<file path="config.mk">
export PLATFORM = sky130hd
export DESIGN_NAME = bkreg_top
export DESIGN_NICKNAME = d
export VERILOG_FILES = /design/src/rtl/bkreg_ramp.v /design/src/rtl/bkreg_top.v
export VERILOG_INCLUDE_DIRS = /design/src /design/src/rtl
export SDC_FILE = /design/constraint.sdc
export NUM_CORES = 1
export LEC_CHECK = 0
export BUFFER_PORTS_ARGS = -buffer_cell sky130_fd_sc_hd__buf_2
export CAP_MARGIN = 0
export CORE_MARGIN = 10
export CORE_UTILIZATION = 53
export CTS_CLUSTER_DIAMETER = 120
export DETAILED_ROUTE_END_ITERATION = 10
export PLACE_DENSITY = 0.75
export REMOVE_ABC_BUFFERS = 1
export SKIP_CTS_REPAIR_TIMING = 1
export SYNTH_ARGS = -nofsm -noshare
export SYNTH_HDL_FRONTEND = slang
export SYNTH_SLANG_ARGS = --single-unit
export TNS_END_PERCENT = 30
</file>
<file path="constraint.sdc">
create_clock -name ref_clk_in -period 3.5 [get_ports ref_clk_in]
set_input_delay 0.7 -clock ref_clk_in [delete_from_list [all_inputs] [get_ports ref_clk_in]]
set_output_delay 0.7 -clock ref_clk_in [all_outputs]
set_load 0.1 [all_outputs]
</file>
<file path="src/rtl/bkreg_defs.vh">
// constants for the regulator control register block
`ifndef BKREG_DEFS_VH
`define BKREG_DEFS_VH
`define BKREG_ADDR_TGT_A 8'h01
`define BKREG_ADDR_TGT_B 8'h02
`define BKREG_ADDR_CTRL 8'h03
`define BKREG_ADDR_FLAGS 8'h05
`define BKREG_RST_TGT 8'h64
`define BKREG_RST_CTRL 8'h6F
`define BKREG_BIT_SWRST 7
`define BKREG_BIT_FORCED_FIXED_FREQUENCY_CHG 6
`define BKREG_BIT_DEV_EN 5
`define BKREG_BIT_LL_PWM 4
`define BKREG_BIT_DISCHG 3
`define BKREG_BIT_HICCUP 2
`define BKREG_FLAG_TWARN 4
`define BKREG_FLAG_HICCUP 3
`define BKREG_FLAG_INPUT_LOW_FLAG 0
`define BKREG_CLK_MHZ 25
// step times in ns, enable delay and waits in us
`define BKREG_STEP_NS_0 250
`define BKREG_STEP_NS_1 500
`define BKREG_STEP_NS_2 1000
`define BKREG_STEP_NS_3 5000
`define BKREG_EN_DELAY_US 640
// enable delay already in clock cycles, sized for the 16-bit delay timer
`define BKREG_EN_DELAY_CYC 16'h3E80
`define BKREG_PG_WAIT_US 200
`define BKREG_HICCUP_OFF_US 128
`define BKREG_TRIP_LIMIT 7'h40
`endif

</file>
<file path="src/rtl/bkreg_ramp.v">
// target ramp stepper: moves the output code one step per interval
`timescale 1ns/1ps
`include "bkreg_defs.vh"
module bkreg_ramp (
   input wire ref_clk_in,
   input wire resetn_in,
   input wire clear_in,
   input wire [7:0] load_code_in,
   input wire [7:0] goal_in,
   input wire [1:0] speed_in,
   output reg [7:0] code_out,
   output reg busy_out
);
   localparam integer STEP0_FULL = (`BKREG_STEP_NS_0 * `BKREG_CLK_MHZ) / 1000;
   localparam integer STEP1_FULL = (`BKREG_STEP_NS_1 * `BKREG_CLK_MHZ) / 1000;
   localparam integer STEP2_FULL = (`BKREG_STEP_NS_2 * `BKREG_CLK_MHZ) / 1000;
   localparam integer STEP3_FULL = (`BKREG_STEP_NS_3 * `BKREG_CLK_MHZ) / 1000;
   localparam [15:0] STEP0 = STEP0_FULL[15:0];
   localparam [15:0] STEP1 = STEP1_FULL[15:0];
   localparam [15:0] STEP2 = STEP2_FULL[15:0];
   localparam [15:0] STEP3 = STEP3_FULL[15:0];
   reg [15:0] cnt_q;
   reg [15:0] period;
   always @* begin
      case (speed_in)
         2'b00: period = STEP0;
         2'b01: period = STEP1;
         2'b10: period = STEP2;
         default: period = STEP3;
      endcase
   end
   always @(posedge ref_clk_in or negedge resetn_in) begin
      if (!resetn_in) begin
         code_out <= 8'h00;
         busy_out <= 1'b0;
         cnt_q <= 16'h0000;
      end else if (clear_in) begin
         code_out <= load_code_in;
         busy_out <= 1'b0;
         cnt_q <= 16'h0000;
      end else if (code_out != goal_in) begin
         busy_out <= 1'b1;
         if (cnt_q + 16'h0001 >= period) begin
            cnt_q <= 16'h0000;
            code_out <= (goal_in > code_out) ? code_out + 8'h01 : code_out - 8'h01;
         end else begin
            cnt_q <= cnt_q + 16'h0001;
         end
      end else begin
         busy_out <= 1'b0;
         cnt_q <= 16'h0000;
      end
   end
endmodule

</file>
<file path="src/rtl/bkreg_top.v">
// register and sequencing logic of the step-down regulator control block
// Function
// - bias the setpoint resistor during enable delay, stop bias after conversion
// - on host target write, reach resistor start-up voltage first, then ramp
// - select pin low uses target a, high uses target b
// - register writes and select toggles are ramped at the configured speed
// - ramp speed 00/01/10/11 gives 0.24/0.48/1/5 us per step
// - power-good compare after enable delay; 200 us after 91 percent, pin high
// - power-good high inside 91..111 percent, low outside or in thermal shutdown
// - on power-good variant only target a governs the output
// - all registers are 8 bits, bit 0 least significant
// - targets are 400 mV plus 5 mV per code, reset to 0x64
// - writing 1 to control bit 7 returns all registers to defaults
// - control bit 6 forces fixed-frequency mode during voltage changes
// - clearing control bit 5 stops switching; setting restarts without enable delay
// - control bit 4 chooses fixed-frequency at light load, else skip mode
// - control bit 3 enables the output discharge path
// - control bit 2 selects hiccup retry, else latching short protection
// - status bit 4 reports junction temperature warning
// - status bit 3 set once a hiccup event happened
// - status bit 0 set when input is under lockout threshold
// - enable low resets registers except discharge bit; enable rise resets it too
// - 64 current-limit trips, counted without clearing between them, start a 128 us switching-off hiccup
`timescale 1ns/1ps
`include "bkreg_defs.vh"
module bkreg_top #(
   parameter PG_VARIANT = 0,
   parameter [15:0] EN_DELAY_CYC = `BKREG_EN_DELAY_CYC
) (
   input wire ref_clk_in,
   input wire resetn_in,
   input wire enable_pin_in,
   input wire target_select_pin_in,
   input wire digitizer_done_in,
   input wire [7:0] digitizer_code_in,
   input wire vout_above_low_in,
   input wire vout_above_high_in,
   input wire thermal_warn_in,
   input wire thermal_shutdown_in,
   input wire input_low_in,
   input wire current_trip_in,
   input wire reg_wr_in,
   input wire reg_rd_in,
   input wire [7:0] reg_addr_in,
   input wire [7:0] reg_wdata_in,
   output reg [7:0] reg_rdata_out,
   output reg bias_on_out,
   output reg digitize_start_out,
   output reg [7:0] dac_code_out,
   output reg switching_en_out,
   output reg soft_start_out,
   output reg forced_fixed_frequency_out,
   output reg discharge_on_out,
   output reg latch_protect_out,
   output reg power_good_low_pin_out
);
   localparam integer PG_WAIT_FULL = `BKREG_PG_WAIT_US * `BKREG_CLK_MHZ;
   localparam integer HICCUP_FULL = `BKREG_HICCUP_OFF_US * `BKREG_CLK_MHZ;
   localparam [15:0] PG_WAIT_CYC = PG_WAIT_FULL[15:0];
   localparam [15:0] HICCUP_CYC = HICCUP_FULL[15:0];
   localparam [2:0] S_OFF = 3'h0;
   localparam [2:0] S_DELAY = 3'h1;
   localparam [2:0] S_START = 3'h2;
   localparam [2:0] S_RUN = 3'h3;
   localparam [2:0] S_HICCUP = 3'h4;
   localparam [2:0] S_LATCH = 3'h5;
   localparam [2:0] S_SWOFF = 3'h6;

   // pin and analog inputs come from outside the clock domain
   reg [8:0] sync1_q;
   reg [8:0] sync2_q;
   always @(posedge ref_clk_in or negedge resetn_in) begin
      if (!resetn_in) begin
         sync1_q <= 9'h000;
         sync2_q <= 9'h000;
      end else begin
         sync1_q <= {enable_pin_in, target_select_pin_in, digitizer_done_in, vout_above_low_in,
            vout_above_high_in, thermal_warn_in, thermal_shutdown_in, input_low_in, current_trip_in};
         sync2_q <= sync1_q;
      end
   end
   wire en_s = sync2_q[8];
   wire sel_s = sync2_q[7];
   wire dig_done_s = sync2_q[6];
   wire above_lo_s = sync2_q[5];
   wire above_hi_s = sync2_q[4];
   wire twarn_s = sync2_q[3];
   wire tsd_s = sync2_q[2];
   wire input_low_flag_s = sync2_q[1];
   wire trip_s = sync2_q[0];

   reg en_prev_q;
   reg trip_prev_q;
   reg [7:0] tgt_a_q;
   reg [7:0] tgt_b_q;
   reg [7:0] ctrl_q;
   reg [7:0] startup_code_q;
   reg hiccup_flag_q;
   reg startup_reached_q;
   reg [2:0] state_q;
   reg [15:0] timer_q;
   reg [6:0] trip_cnt_q;
   reg [15:0] pg_cnt_q;
   reg [7:0] goal;
   reg [7:0] flags;
   wire en_rise = en_s && !en_prev_q;
   wire ctrl_wr = reg_wr_in && (reg_addr_in == `BKREG_ADDR_CTRL);
   wire sw_reset = ctrl_wr && reg_wdata_in[`BKREG_BIT_SWRST];
   wire ramp_clear = (state_q == S_OFF) || (state_q == S_DELAY) || (state_q == S_SWOFF);
   wire [7:0] ramp_code;
   wire ramp_busy;

   // active target: select pin unless the power-good variant pins it to a
   always @* begin
      if (PG_VARIANT != 0 || !sel_s) begin
         goal = tgt_a_q;
      end else begin
         goal = tgt_b_q;
      end
      // hold the resistor start-up code until it has been reached once
      if (!startup_reached_q) begin
         goal = startup_code_q;
      end
   end

   bkreg_ramp u_ramp (
      .ref_clk_in(ref_clk_in),
      .resetn_in(resetn_in),
      .clear_in(ramp_clear),
      .load_code_in(8'h00),
      .goal_in(goal),
      .speed_in(ctrl_q[1:0]),
      .code_out(ramp_code),
      .busy_out(ramp_busy)
   );

   // registers; enable low clears all but the discharge bit
   always @(posedge ref_clk_in or negedge resetn_in) begin
      if (!resetn_in) begin
         tgt_a_q <= `BKREG_RST_TGT;
         tgt_b_q <= `BKREG_RST_TGT;
         ctrl_q <= `BKREG_RST_CTRL;
         hiccup_flag_q <= 1'b0;
         en_prev_q <= 1'b0;
      end else begin
         en_prev_q <= en_s;
         if (!en_s || sw_reset || input_low_flag_s) begin
            tgt_a_q <= `BKREG_RST_TGT;
            tgt_b_q <= `BKREG_RST_TGT;
            ctrl_q <= (`BKREG_RST_CTRL & 8'hF7) | (ctrl_q & 8'h08);
            hiccup_flag_q <= 1'b0;
            if (sw_reset) begin
               ctrl_q <= `BKREG_RST_CTRL;
            end
         end else begin
            if (en_rise) begin
               ctrl_q[`BKREG_BIT_DISCHG] <= 1'b1;
            end
            if (reg_wr_in && reg_addr_in == `BKREG_ADDR_TGT_A) begin
               tgt_a_q <= reg_wdata_in;
            end
            if (reg_wr_in && reg_addr_in == `BKREG_ADDR_TGT_B) begin
               tgt_b_q <= reg_wdata_in;
            end
            if (ctrl_wr) begin
               ctrl_q <= {1'b0, reg_wdata_in[6:0]};
            end
            if (state_q == S_HICCUP) begin
               hiccup_flag_q <= 1'b1;
            end
         end
      end
   end

   // status: reserved bits zero, writes have no effect
   always @* begin
      flags = 8'h00;
      flags[`BKREG_FLAG_TWARN] = twarn_s;
      flags[`BKREG_FLAG_HICCUP] = hiccup_flag_q;
      flags[`BKREG_FLAG_INPUT_LOW_FLAG] = input_low_flag_s;
   end

   always @(posedge ref_clk_in or negedge resetn_in) begin
      if (!resetn_in) begin
         reg_rdata_out <= 8'h00;
      end else if (reg_rd_in) begin
         case (reg_addr_in)
            `BKREG_ADDR_TGT_A: reg_rdata_out <= tgt_a_q;
            `BKREG_ADDR_TGT_B: reg_rdata_out <= tgt_b_q;
            `BKREG_ADDR_CTRL: reg_rdata_out <= ctrl_q;
            `BKREG_ADDR_FLAGS: reg_rdata_out <= flags;
            default: reg_rdata_out <= 8'h00;
         endcase
      end
   end

   // start-up sequencer
   always @(posedge ref_clk_in or negedge resetn_in) begin
      if (!resetn_in) begin
         state_q <= S_OFF;
         timer_q <= 16'h0000;
         trip_cnt_q <= 7'h00;
         trip_prev_q <= 1'b0;
         startup_code_q <= `BKREG_RST_TGT;
         startup_reached_q <= 1'b0;
         bias_on_out <= 1'b0;
         digitize_start_out <= 1'b0;
      end else begin
         trip_prev_q <= trip_s;
         digitize_start_out <= 1'b0;
         if (!en_s || input_low_flag_s) begin
            state_q <= S_OFF;
            bias_on_out <= 1'b0;
            startup_reached_q <= 1'b0;
         end else begin
            case (state_q)
               S_OFF: begin
                  state_q <= S_DELAY;
                  timer_q <= 16'h0000;
                  bias_on_out <= 1'b1;
                  digitize_start_out <= 1'b1;
               end
               S_DELAY: begin
                  timer_q <= timer_q + 16'h0001;
                  if (bias_on_out && dig_done_s) begin
                     bias_on_out <= 1'b0;
                     startup_code_q <= digitizer_code_in;
                  end
                  if (timer_q + 16'h0001 >= EN_DELAY_CYC) begin
                     state_q <= S_START;
                  end
               end
               S_START, S_RUN: begin
                  if (!ctrl_q[`BKREG_BIT_DEV_EN]) begin
                     state_q <= S_SWOFF;
                  end else if (tsd_s) begin
                     state_q <= S_START;
                  end else begin
                     if (ramp_code == startup_code_q) begin
                        startup_reached_q <= 1'b1;
                     end
                     if (startup_reached_q) begin
                        state_q <= S_RUN;
                     end
                     if (trip_s && !trip_prev_q) begin
                        trip_cnt_q <= trip_cnt_q + 7'h01;
                     end else if (!trip_s && trip_prev_q && 1'b0) begin
                        trip_cnt_q <= 7'h00;
                     end
                     if (trip_cnt_q >= `BKREG_TRIP_LIMIT) begin
                        trip_cnt_q <= 7'h00;
                        timer_q <= 16'h0000;
                        state_q <= ctrl_q[`BKREG_BIT_HICCUP] ? S_HICCUP : S_LATCH;
                     end
                  end
               end
               S_HICCUP: begin
                  timer_q <= timer_q + 16'h0001;
                  startup_reached_q <= 1'b0;
                  if (timer_q + 16'h0001 >= HICCUP_CYC) begin
                     state_q <= S_SWOFF;
                  end
               end
               S_LATCH: begin
                  state_q <= S_LATCH;
               end
               S_SWOFF: begin
                  startup_reached_q <= 1'b0;
                  if (ctrl_q[`BKREG_BIT_DEV_EN]) begin
                     state_q <= S_START;
                  end
               end
               default: state_q <= S_OFF;
            endcase
         end
      end
   end

   wire running = (state_q == S_START) || (state_q == S_RUN);

   // outputs and power-good window
   always @(posedge ref_clk_in or negedge resetn_in) begin
      if (!resetn_in) begin
         dac_code_out <= 8'h00;
         switching_en_out <= 1'b0;
         soft_start_out <= 1'b0;
         forced_fixed_frequency_out <= 1'b0;
         discharge_on_out <= 1'b0;
         latch_protect_out <= 1'b0;
         power_good_low_pin_out <= 1'b0;
         pg_cnt_q <= 16'h0000;
      end else begin
         dac_code_out <= ramp_code;
         switching_en_out <= running && !tsd_s;
         soft_start_out <= (state_q == S_START);
         forced_fixed_frequency_out <= ctrl_q[`BKREG_BIT_LL_PWM] ||
            (ctrl_q[`BKREG_BIT_FORCED_FIXED_FREQUENCY_CHG] && ramp_busy);
         discharge_on_out <= ctrl_q[`BKREG_BIT_DISCHG] && (!running || tsd_s);
         latch_protect_out <= (state_q == S_LATCH) || !ctrl_q[`BKREG_BIT_HICCUP];
         if (PG_VARIANT == 0 || !running || tsd_s || !above_lo_s || above_hi_s) begin
            pg_cnt_q <= 16'h0000;
            power_good_low_pin_out <= 1'b0;
         end else if (pg_cnt_q + 16'h0001 >= PG_WAIT_CYC) begin
            power_good_low_pin_out <= 1'b1;
         end else begin
            pg_cnt_q <= pg_cnt_q + 16'h0001;
         end
      end
   end
endmodule

</file>
Word level (Yosys, flattened, before mapping)
Index checks and enable logic that the tools add are counted.
{"block": "totals", "reg_bits": 128, "wordCells": 162}
{"block": "classes", "add_sub_neg": 5, "magnitude_cmp": 5, "n_eq_ne": 26, "mux": 49, "bitwise": 2, "n_reduce_logical": 49}
{"cell": "16-bit 2-to-1 mux", "n": 6}
{"cell": "8-bit 2-to-1 mux", "n": 12}
{"cell": "16-bit case mux with 3 select lines", "n": 1}
{"cell": "16-bit by 1-bit adder with 16-bit output (second input constant)", "n": 2}
{"cell": "8-bit case mux with 4 select lines", "n": 1}
{"cell": "3-bit 2-to-1 mux", "n": 8}
{"cell": "7-bit case mux with 3 select lines", "n": 1}
{"cell": "3-bit case mux with 6 select lines", "n": 1}
{"cell": "8-bit by 2-bit == test with 1-bit output (second input constant)", "n": 2}
{"cell": "16-bit by 12-bit greater-or-equal comparator with 1-bit output (second input constant)", "n": 1}
{"cell": "16-bit by 14-bit greater-or-equal comparator with 1-bit output (second input constant)", "n": 1}
{"cell": "16-bit by 7-bit greater-or-equal comparator with 1-bit output", "n": 1}
{"cell": "1-bit 2-to-1 mux", "n": 14}
{"cell": "7-bit 2-to-1 mux", "n": 2}
{"cell": "2-bit nonzero test", "n": 7}
{"cell": "3-bit nonzero test", "n": 4}
{"cell": "1-bit logical AND", "n": 10}
{"cell": "5-bit AND reduction", "n": 2}
{"cell": "3-bit == test (second input constant)", "n": 3}
{"cell": "1-bit logical OR", "n": 9}
{"cell": "3-bit by 1-bit != test with 1-bit output (second input constant)", "n": 3}
{"cell": "3-bit != test (second input constant)", "n": 3}
{"cell": "8-bit by 1-bit adder with 8-bit output (second input constant)", "n": 1}
{"cell": "8-bit by 1-bit == test with 1-bit output (second input constant)", "n": 1}
{"cell": "24 further kinds", "n": 40}

Depth between registers and ports, before layout
Gate-level depths: netlist of run 1.
{"block": "depth", "depth_word": 7, "mapped_depth": 18}

Modules after synthesis
A second synthesis of run 1 with hierarchy kept.
{"block": "hier_totals", "hier_cells": 681, "hier_area_um2": 6548.8}
{"mod": "bkreg_top", "instances": 1, "cells_per_inst": 493, "area_each_um2": 4750.8, "seq_area_each_um2": 2471.1}
{"mod": "bkreg_ramp", "instances": 1, "cells_per_inst": 188, "area_each_um2": 1798.0, "seq_area_each_um2": 625.6}

Least setup slack after synthesis of run 1
OpenSTA, ideal clock, no wires.
{"block": "synth_path", "path_type": "register -> register", "startpoint": "register sync2_q[7]", "endpoint": "register u_ramp.code_out[6]", "arrival_time_ns": 3.303, "t_required_ns": 3.379, "path_slack_ns": 0.076, "path_stages_with_launch": 17, "cell_sequence": "dfrtp_1 > clkbuf_1 > mux2i_1 > a21oi_1 > ha_1 > nor2b_1 > o211ai_1 > a21oi_1 > o21bai_1 > ha_1 > nor2b_1 > o21ai_0 > nand2b_1 > a21o_1 > a21oi_1 > xnor2_1 > a22o_1"}
{"block": "synth_via", "elab_chain_len": 7, "elab_cells_between_ends": 10}
{"element": "start: declaration", "line": "bkreg_top.v:71", "text": "reg [8:0] sync2_q;"}
{"element": "start signal: assignment", "line": "bkreg_top.v:79", "text": "sync2_q <= sync1_q;"}
{"element": "8-bit 2-to-1 mux (*)", "line": "bkreg_top.v:115", "text": "if (PG_VARIANT != 0 || !sel_s) begin"}
{"element": "8-bit 2-to-1 mux (*)", "line": "bkreg_top.v:121", "text": "if (!startup_reached_q) begin"}
{"element": "8-bit greater-than comparator", "line": "bkreg_ramp.v:45", "text": "code_out <= (goal_in > code_out) ? code_out + 8'h01 : code_out - 8'h01;"}
{"element": "8-bit 2-to-1 mux", "line": "bkreg_ramp.v:45"}
{"element": "8-bit 2-to-1 mux", "line": "bkreg_ramp.v:43", "text": "if (cnt_q + 16'h0001 >= period) begin"}
{"element": "8-bit 2-to-1 mux", "line": "bkreg_ramp.v:41", "text": "end else if (code_out != goal_in) begin"}
{"element": "8-bit 2-to-1 mux", "line": "bkreg_ramp.v:37", "text": "end else if (clear_in) begin"}
{"element": "end signal: assignment", "line": "bkreg_ramp.v:38", "text": "code_out <= load_code_in;"}
{"element": "end signal: assignment", "line": "bkreg_ramp.v:45"}
{"element": "end: declaration", "line": "bkreg_ramp.v:11", "text": "output reg [7:0] code_out,"}
Mark *: on every way between the ends. The rest lies on a longest branch, timed or not. The select of a mux whose other input is x is not followed.
A chain may end at the register's enable or synchronous reset.

Worst setup path in the final report of run 1
Same ends and word-level chain as after synthesis.

==> results of run 1 <==
-- cell families after synthesis --
| family | synth area share |
|---|---|
| simple gates | 0.2097 |
| flops | 0.4731 |
| fa+ha+maj | 0.05276 |
| compound gates | 0.1606 |
| xor+xnor | 0.02944 |
| mux | 0.03556 |
| buf+inv | 0.03823 |
| other cells | 0.0005730 |
-- cell type report --
class,instances,area share
clock buffers,24,0.06271
clock inverters,8,0.01531
inverters,29,0.01417
multi-input cells,486,0.4222
flip-flops and latches,123,0.4035
well taps,168,0.02737
repair buffers,73,0.05473
-- placed cells by master (no fill, tap or decap), drive strengths merged, types with 3 or more instances in the layout --
cell type | synthesis | layout
dfrtp | 108 | 108
buf | 15 | 73
nand2 | 57 | 57
nor2 | 54 | 54
o21ai | 50 | 50
a21oi | 40 | 40
nand3 | 39 | 39
inv | 29 | 29
ha | 26 | 26
clkbuf | 13 | 24
nor3 | 18 | 18
dfstp | 15 | 15
nand4 | 14 | 14
xor2 | 13 | 13
mux2 | 12 | 12
conb | 1 | 10
and3 | 10 | 10
nor4 | 10 | 10
xnor2 | 9 | 9
nor2b | 9 | 9
mux2i | 9 | 9
o22ai | 8 | 8
a22o | 8 | 8
nand2b | 7 | 7
o31ai | 7 | 7
a222oi | 7 | 7
a31oi | 6 | 6
or2 | 6 | 6
o41ai | 6 | 6
and4 | 5 | 5
clkinv | 0 | 4
o211ai | 4 | 4
nor3b | 4 | 4
a211oi | 3 | 3
a21o | 3 | 3
bufinv | 0 | 3
-- stage by stage --
stage	worst slack (ps)	instances	TNS, ps	utilization
after CTS	-63.89	908	-106.5	0.6338
after detailed placement	-7.907	876	-7.907	0.5841
after global routing	-6.856	911	-6.856	0.6368
after global placement	135.9	876	0	0.5841
final	189.4	911	0	0.6368
after floorplan	218.6	638	0	-
-- sequential cells by signal (all words and copies together), names as in the netlist, 3 cells and up --
| register | cells |
|---|---|
| ctrl_q | 7 |
| dac_code_out | 8 |
| reg_rdata_out | 8 |
| startup_code_q | 8 |
| state_q | 3 |
| sync1_q | 7 |
| sync2_q | 7 |
| tgt_a_q | 8 |
| tgt_b_q | 8 |
| timer_q | 16 |
| trip_cnt_q | 7 |
| u_ramp.cnt_q | 16 |
| u_ramp.code_out | 8 |
-- per-layer routing --
metal	vias to the layer above	wire, um	track usage
met1	2573	6429	0.2196
met3	44	813	0.04878
met4	2	437	0.08500
li1	2524	-	-
met2	166	7494	0.2866
met5	-	13	0
-- power by group through the flow --
stage | logic, mW | clock network [mW] | registers (mW)
3_3_place_gp | 0.735 | 0 | 1.57
2_1_floorplan | 0.458 | 0 | 1.66
6_report | 0.814 | 1.77 | 1.55
4_1_cts | 0.781 | 1.79 | 1.55
3_5_place_dp | 0.774 | 0 | 1.57
5_1_grt | 0.901 | 1.87 | 1.56
-- critical path, delay by kind of cell, from the launching register on --
family          cells  cell delay (ps)
compound gates      8             1370
xor+xnor            1               90
fa+ha+maj           2              640
flops               1              440
mux                 1              250
simple gates        3              410
-- worst max path at each step --
stage / slack [ps] / endpoint
detailed placement: -8 / u_ramp.code_out[6]$_DFFE_PN0P_
global placement: 140 / u_ramp.code_out[7]$_DFFE_PN0P_
CTS: -60 / u_ramp.code_out[6]$_DFFE_PN0P_
global route: -7 / u_ramp.code_out[6]$_DFFE_PN0P_
finish: 190 / u_ramp.code_out[6]$_DFFE_PN0P_
floorplan: 220 / u_ramp.code_out[6]$_DFFE_PN0P_
==> results list, run 1 <==
- The die is approximately 130 um tall.
- VDD sags by at most around 300 uV.
- Hold crit path type: primary input to asynchronous set/reset pin
- In the final layout, the share of cells above drive strength 1 is 0.2261.
- Sequence of cells on the critical path: mux2i_1 > a21oi_1 > ha_1 > nor2b_1 > o211ai_1 > a21oi_1 > o21bai_2 > ha_1 > nor2b_1 > o21ai_0 > nand2b_1 > a21o_1 > a21oi_1 > xnor2_1 > a22o_1
* Clock root buffer master: clkbuf_16
* Switching share of power: 0.2800
* Number of global-route vias before repair: between 5000 and 6000
- Power comes to 4.131 mW.
- Of the post-synthesis cell area, the dominant cell type holds 0.4129.
- The worst setup path is launched from a register.
* CTS Sinks: about 120
- In the global route stage, overall resource usage came out at 0.1792.
- Entering global routing, the biggest net connects between 40 and 50 pins.
* Actual transition at the worst max-transition pin: 955.7 ps
* TritonRoute pass-1 iters: 5
- Area of the core: around 0.012 mm^2
* Endpoint required time on the critical path: approximately 3800 ps
- Post-synth design cell area: between 0.006 and 0.007 mm^2
* Cell count after synthesis: between 600 and 700
- The floorplan step set the die width to around 130 um.
* Clock tree from TritonCTS: built
- For this configuration, the core starts out at a cell density of 0.5426.
- On the final layout, the worst hold slack is around 280 ps.
* Residual overflow from global routing: 0
- Cell types occupying the most area after synthesis: dfrtp_1 (41%), dfstp_2 (6.0%), ha_1 (5.0%), o21ai_0 (3.6%), nand2_1 (3.2%)
- Mean routed wirelength per cell: ~17 um
- Most frequent cells after synthesis: dfrtp_1 (108), nand2_1 (56), nor2_1 (50)
* I/O pins: just over 60
- The sequential cells in the finished layout cover a total of 0.003099 mm^2.
- Routability-driven placement finished with a final weighted congestion of between 0.9 and 1.
* Clock transition at the register clock pins on the worst setup and hold paths after CTS: approximately 50 ps
- Total inserted antenna cells: 0
- The most common cell in the synthesized netlist is dfrtp_1.
- Crit-path most repeated cell: a21oi_1
- The flow ran to the end, and the final reports show no timing, DRC or antenna violations.
* Headroom to the max-slew limit: 0.3561
* Number of fill cells: roughly 960
- Lkg Pwr: 3.540 nW
- Worst setup path start: sync2_q[7]$_DFF_PN0_
- Distinct cell type count of the synthesized netlist: 80
* FF+latch count, synth: roughly 120
* Area growth syn-to-layout: 17.36%
- Worst EP arrival: between 3000 and 4000 ps
* Clock latency of the later-clocked register in the worst-skew pair: 420 ps
- After the last flow step, the layout net total stands at 794.
- Count of maximum capacitance violations: 0
- The die covers between 0.015 and 0.02 mm^2.
* Crit path capture type: register
* Worst flop-to-flop path endpoint: u_ramp.code_out[6]$_DFFE_PN0P_
* Power share of the combinational group: 0.197
- # DRC: 0
* Layout Skew: between 10 and 15 ps
- Total power per unit cell area: 537.8 mW/mm^2
- HPWL after DPL: 10.82 mm
- First-pass GRT wire length: around 26 mm
* EDFF count, synth: 0
- Slowest CP cell: dfrtp_2
- Standard cell area after detailed placement: 0.007046 mm^2
- The hold violation total from the final report came to 0.
* Minimum setup slack among reg-to-reg paths: 190 ps
- A synthesized cell averages between 9 and 10 um^2.
* Count of nets left with antenna violations after detail routing: 0
- Of all cell types, the one taking the most synthesized area is dfrtp_1.
* Net load switching power: between 1 and 1.5 mW
* Proportion of register bits with asynchronous set or reset after synthesis: 1.000
* Crit-path max cell delay: ~440 ps
- The number of max-slew violations in the final report was 0.
* Final setup viols: 0
* Number of antenna violations at the first check in global routing: 1
- The internal portion of the total power is ~3.0 mW.
- Wire length after detailed routing: around 15 mm
- Summing all multi-input logic gate instances after layout gives between 0.003 and 0.004 mm^2.
- CTS buffer count: 17
- Maximum achievable frequency: 302.1 MHz
- Detail-routed via count per cell: 5.828
* Maximum level of the CTS H-tree: 4
* Cell area after layout: roughly 0.0077 mm^2
- Tcrit/Tclk final: 0.9459
- The detailed router placed 5309 vias in this run.
* Clock network power share: 0.427
* Sequential share of the synthesized area: 0.4731
* Synthesis Warnings: 0
- After floorplanning, the core was divided into 40 placement rows.
- Power share of the sequential group: 0.376
- Port Buffers: 57
* Most used flip-flop cell after synthesis: dfrtp_1
- 1st-iter DRT viols: approximately 460
- Count of cells along the worst register-to-register path: 15
* Reg-to-reg startpoint: sync2_q[7]$_DFF_PN0_
* Final critical path time including I/O delays and setup: ~3300 ps
- Counting along the longest clock path gives a buffer depth of 2.
- The worst setup path is of the register to register kind.
- Biggest fanout along the worst timing path: 6
Note: power is estimated with default switching activity, not from simulation.
==> run 2: changes to the inputs <==
- PLACE_DENSITY: 0.75 -> 0.72
- clock period: 3.5 -> 3.25 ns (I/O delays scaled with it)
==> results list, run 2 (synthesis gave the netlist of run 1 again) <==
- Relative to the synthesized area, the layout overhead comes to 19.71%.
- Crit-path max cell delay: 410 ps
- The worst setup path is captured at a register.
- Between clock sinks in the finished design, the worst skew comes to ~4.1 ps.
* Mean routed wirelength per cell: around 17 um
* Residual overflow from global routing: 0
- For the worst flop-to-flop path, the logic depth is 17.
* Largest registers: timer_q: 16 flops, u_ramp.cnt_q: 16 flops
- Once detail routing completed, the nets flagged for antenna violations numbered 0.
- Number of fill cells: ~940
- Port Buffers: 57
* Routability Congestion: 0.8942
* Detail-routed via count per cell: between 5 and 6
- Area of the die: between 0.015 and 0.02 mm^2
- Across every metal layer, demand over resource in global routing totals 0.1813.
- 0 antenna diodes ended up in the layout.
* DR vias: about 5300
* HPWL after DPL: roughly 11 mm
* Start-to-end type of the worst setup path: register to register
- The worst pin sits at a relative slew slack of 0.4867.
* Endpoint required time on the critical path: 3560 ps
- Once layout is complete, the utilization of the core stands at 0.6496.
- Worst flop-to-flop path endpoint: u_ramp.code_out[6]$_DFFE_PN0P_
- The path class of the tightest hold or removal check is primary input to asynchronous set/reset pin.
- Clock transition at the register clock pins on the worst setup and hold paths after CTS: roughly 50 ps
- The first global-routing pass estimated 26.01 mm of wire.
- Leading cell type in the layout, fill and taps excluded: dfrtp_1
- The multi-input combinational cells in the finished layout cover a total of 0.003341 mm^2.
- Of all nets on the critical path, the largest fanout is 6.
- Final Hold Vio Count: 0
- Die Wd: 131.1 um
* Crit-path most repeated cell: a21oi_2
- Worst EP arrival: between 3000 and 4000 ps
- Lkg Pwr: 3.573 nW
* Maximum level of the CTS H-tree: 4
- Summing internal, switching and leakage power gives around 4.7 mW.
- The largest individual stage delay along the critical path comes from the cell dfrtp_1.
- For this block, the initial DRC count from the detailed router was between 500 and 600.
- CTS Sinks: between 100 and 150
- Top library cells by usage in the layout, fill and taps aside: dfrtp_1 (108), nand2_1 (56), buf_2 (56)
* Number of nets in the layout: between 700 and 800
* Maximum achievable frequency: approximately 310 MHz
- Number of antenna violations at the first check in global routing: 0
* Peak supply drop: 397.2 uV
- Area of the core: 0.01206 mm^2
- Clock root buffer master: clkbuf_16
- In this run the power density over the cells is 595.2 mW/mm^2.
* Maximum number of pins on one net before global-route repair: 90
* Number of standard cells in the final layout excluding fillers: 914
- Actual transition at the worst max-transition pin: around 760 ps
- The worst path needs 3218 ps of the cycle, external delays included.
- Final setup viols: 0
* Rows: 40
* Initial Utilization: 0.5426
- The via count of the first global-routing pass is 5279.
- The final layout contains routed wiring with a total length of ~16 mm.
* CTS buffer count: 17
- In the routed design, unresolved DRC markers number 0.
- TritonRoute pass-1 iters: 5
- Max-cap violations in this run came to 0.
- Counting along the longest clock path gives a buffer depth of 2.
* Clock tree from TritonCTS: built
- Fraction of layout instances using a drive strength above 1: 0.2480
- Flip-flop and latch area: around 0.0031 mm^2
- For flop-to-flop paths, the worst setup slack is 30 ps.
- Height of the die: 131.1 um
* Setup repair after global routing missed its margin: yes
- Startpoint kind of the worst setup timing path: register
- Walking the worst path, the cells encountered are buf_6 > mux2i_2 > a21oi_2 > ha_1 > nand4_1 > nor2_2 > o21bai_4 > buf_12 > inv_1 > fa_2 > nor2b_1 > o21ai_0 > nand2b_1 > a21o_1 > a21oi_2 > xnor2_1 > a22o_1.
- Clock latency of the later-clocked register in the worst-skew pair: approximately 420 ps
- In this run the critical register-to-register path is launched from sync2_q[7]$_DFF_PN0_.
* Tcrit/Tclk final: 0.9901
- Status: completed
- For this design the top-level I/O count stands at between 60 and 70.
- Final max-slew violation count: 0
- Counting tap cells, the placed design contains a total of 880 instances.
## run 2: cell types whose count changed in the layout (fill, tap and decap cells not counted), moves of 2 or more
cell	before	now
dfrtp_1	106	108
mux2i_2	0	4
dfrtp_2	2	0
clkbuf_8	3	5
a21oi_2	0	4
buf_6	0	2
mux2i_1	9	5
ha_1	26	22
ha_4	0	4
a21oi_1	40	36
## run 2: report_power, final
group / internal (mW) / total, mW / switching (mW)
logic: 0.456 / 1.04 / 0.588
registers: 1.60 / 1.67 / 0.0674
clock network: 1.30 / 1.95 / 0.647
total: 3.36 / 4.66 / 1.30
## run 2: how the worst max path moves through the flow
stage	start	endpoint	slack, ps
finish	sync2_q[7]$_DFF_PN0_	u_ramp.code_out[6]$_DFFE_PN0P_	30
global route	sync2_q[7]$_DFF_PN0_	u_ramp.code_out[6]$_DFFE_PN0P_	-130
CTS	sync2_q[7]$_DFF_PN0_	u_ramp.code_out[7]$_DFFE_PN0P_	-160
detailed placement	sync2_q[7]$_DFF_PN0_	u_ramp.code_out[6]$_DFFE_PN0P_	-120
global placement	sync2_q[7]$_DFF_PN0_	u_ramp.code_out[7]$_DFFE_PN0P_	-20
floorplan	sync2_q[7]$_DFF_PN0_	u_ramp.code_out[6]$_DFFE_PN0P_	-30
## run 2: metrics by stage
stage | setup slack, ps | setup TNS [ps] | hold slack [ps] | cell area (um^2)
finish | 32.14 | 0 | 179.9 | 7835
global route | -130.4 | -234.7 | 216.4 | 7835
CTS | -159.5 | -307.0 | 191.4 | 7691
detailed placement | -122.0 | -236.6 | 334.7 | 7076
global placement | -16.28 | -20.09 | 331.7 | 7076
floorplan | -31.38 | -54.33 | 331.2 | 6437
## run 2: cell type report
cell class                      count  area share
Clock buffer                       25     0.06452
Clock inverter                      7     0.01405
Inverter                           29     0.01389
Multi-Input combinational cell    486      0.4264
Sequential cell                   123      0.3952
Tap cell                          168     0.02683
Timing Repair Buffer               76     0.05909
## run 2: metal layers
metal  wire length, um  track usage  vias to the layer above
met3               927      0.05450                       28
met2              7562       0.2914                      165
li1                  -            -                     2531
met5                 0            0                        -
met4               331      0.06563                        0
met1              6791       0.2255                     2609
## run 2: worst max-delay path, delay by kind of cell, from the launching register on
kind	cells	cell delay (ps)
AO/OA/AOI/OAI	6	730
XOR/XNOR	1	130
adder cells (fa/ha/maj)	2	640
buffers and inverters	3	360
flip-flops	1	410
multiplexers	1	250
AND/OR/NAND/NOR	4	570
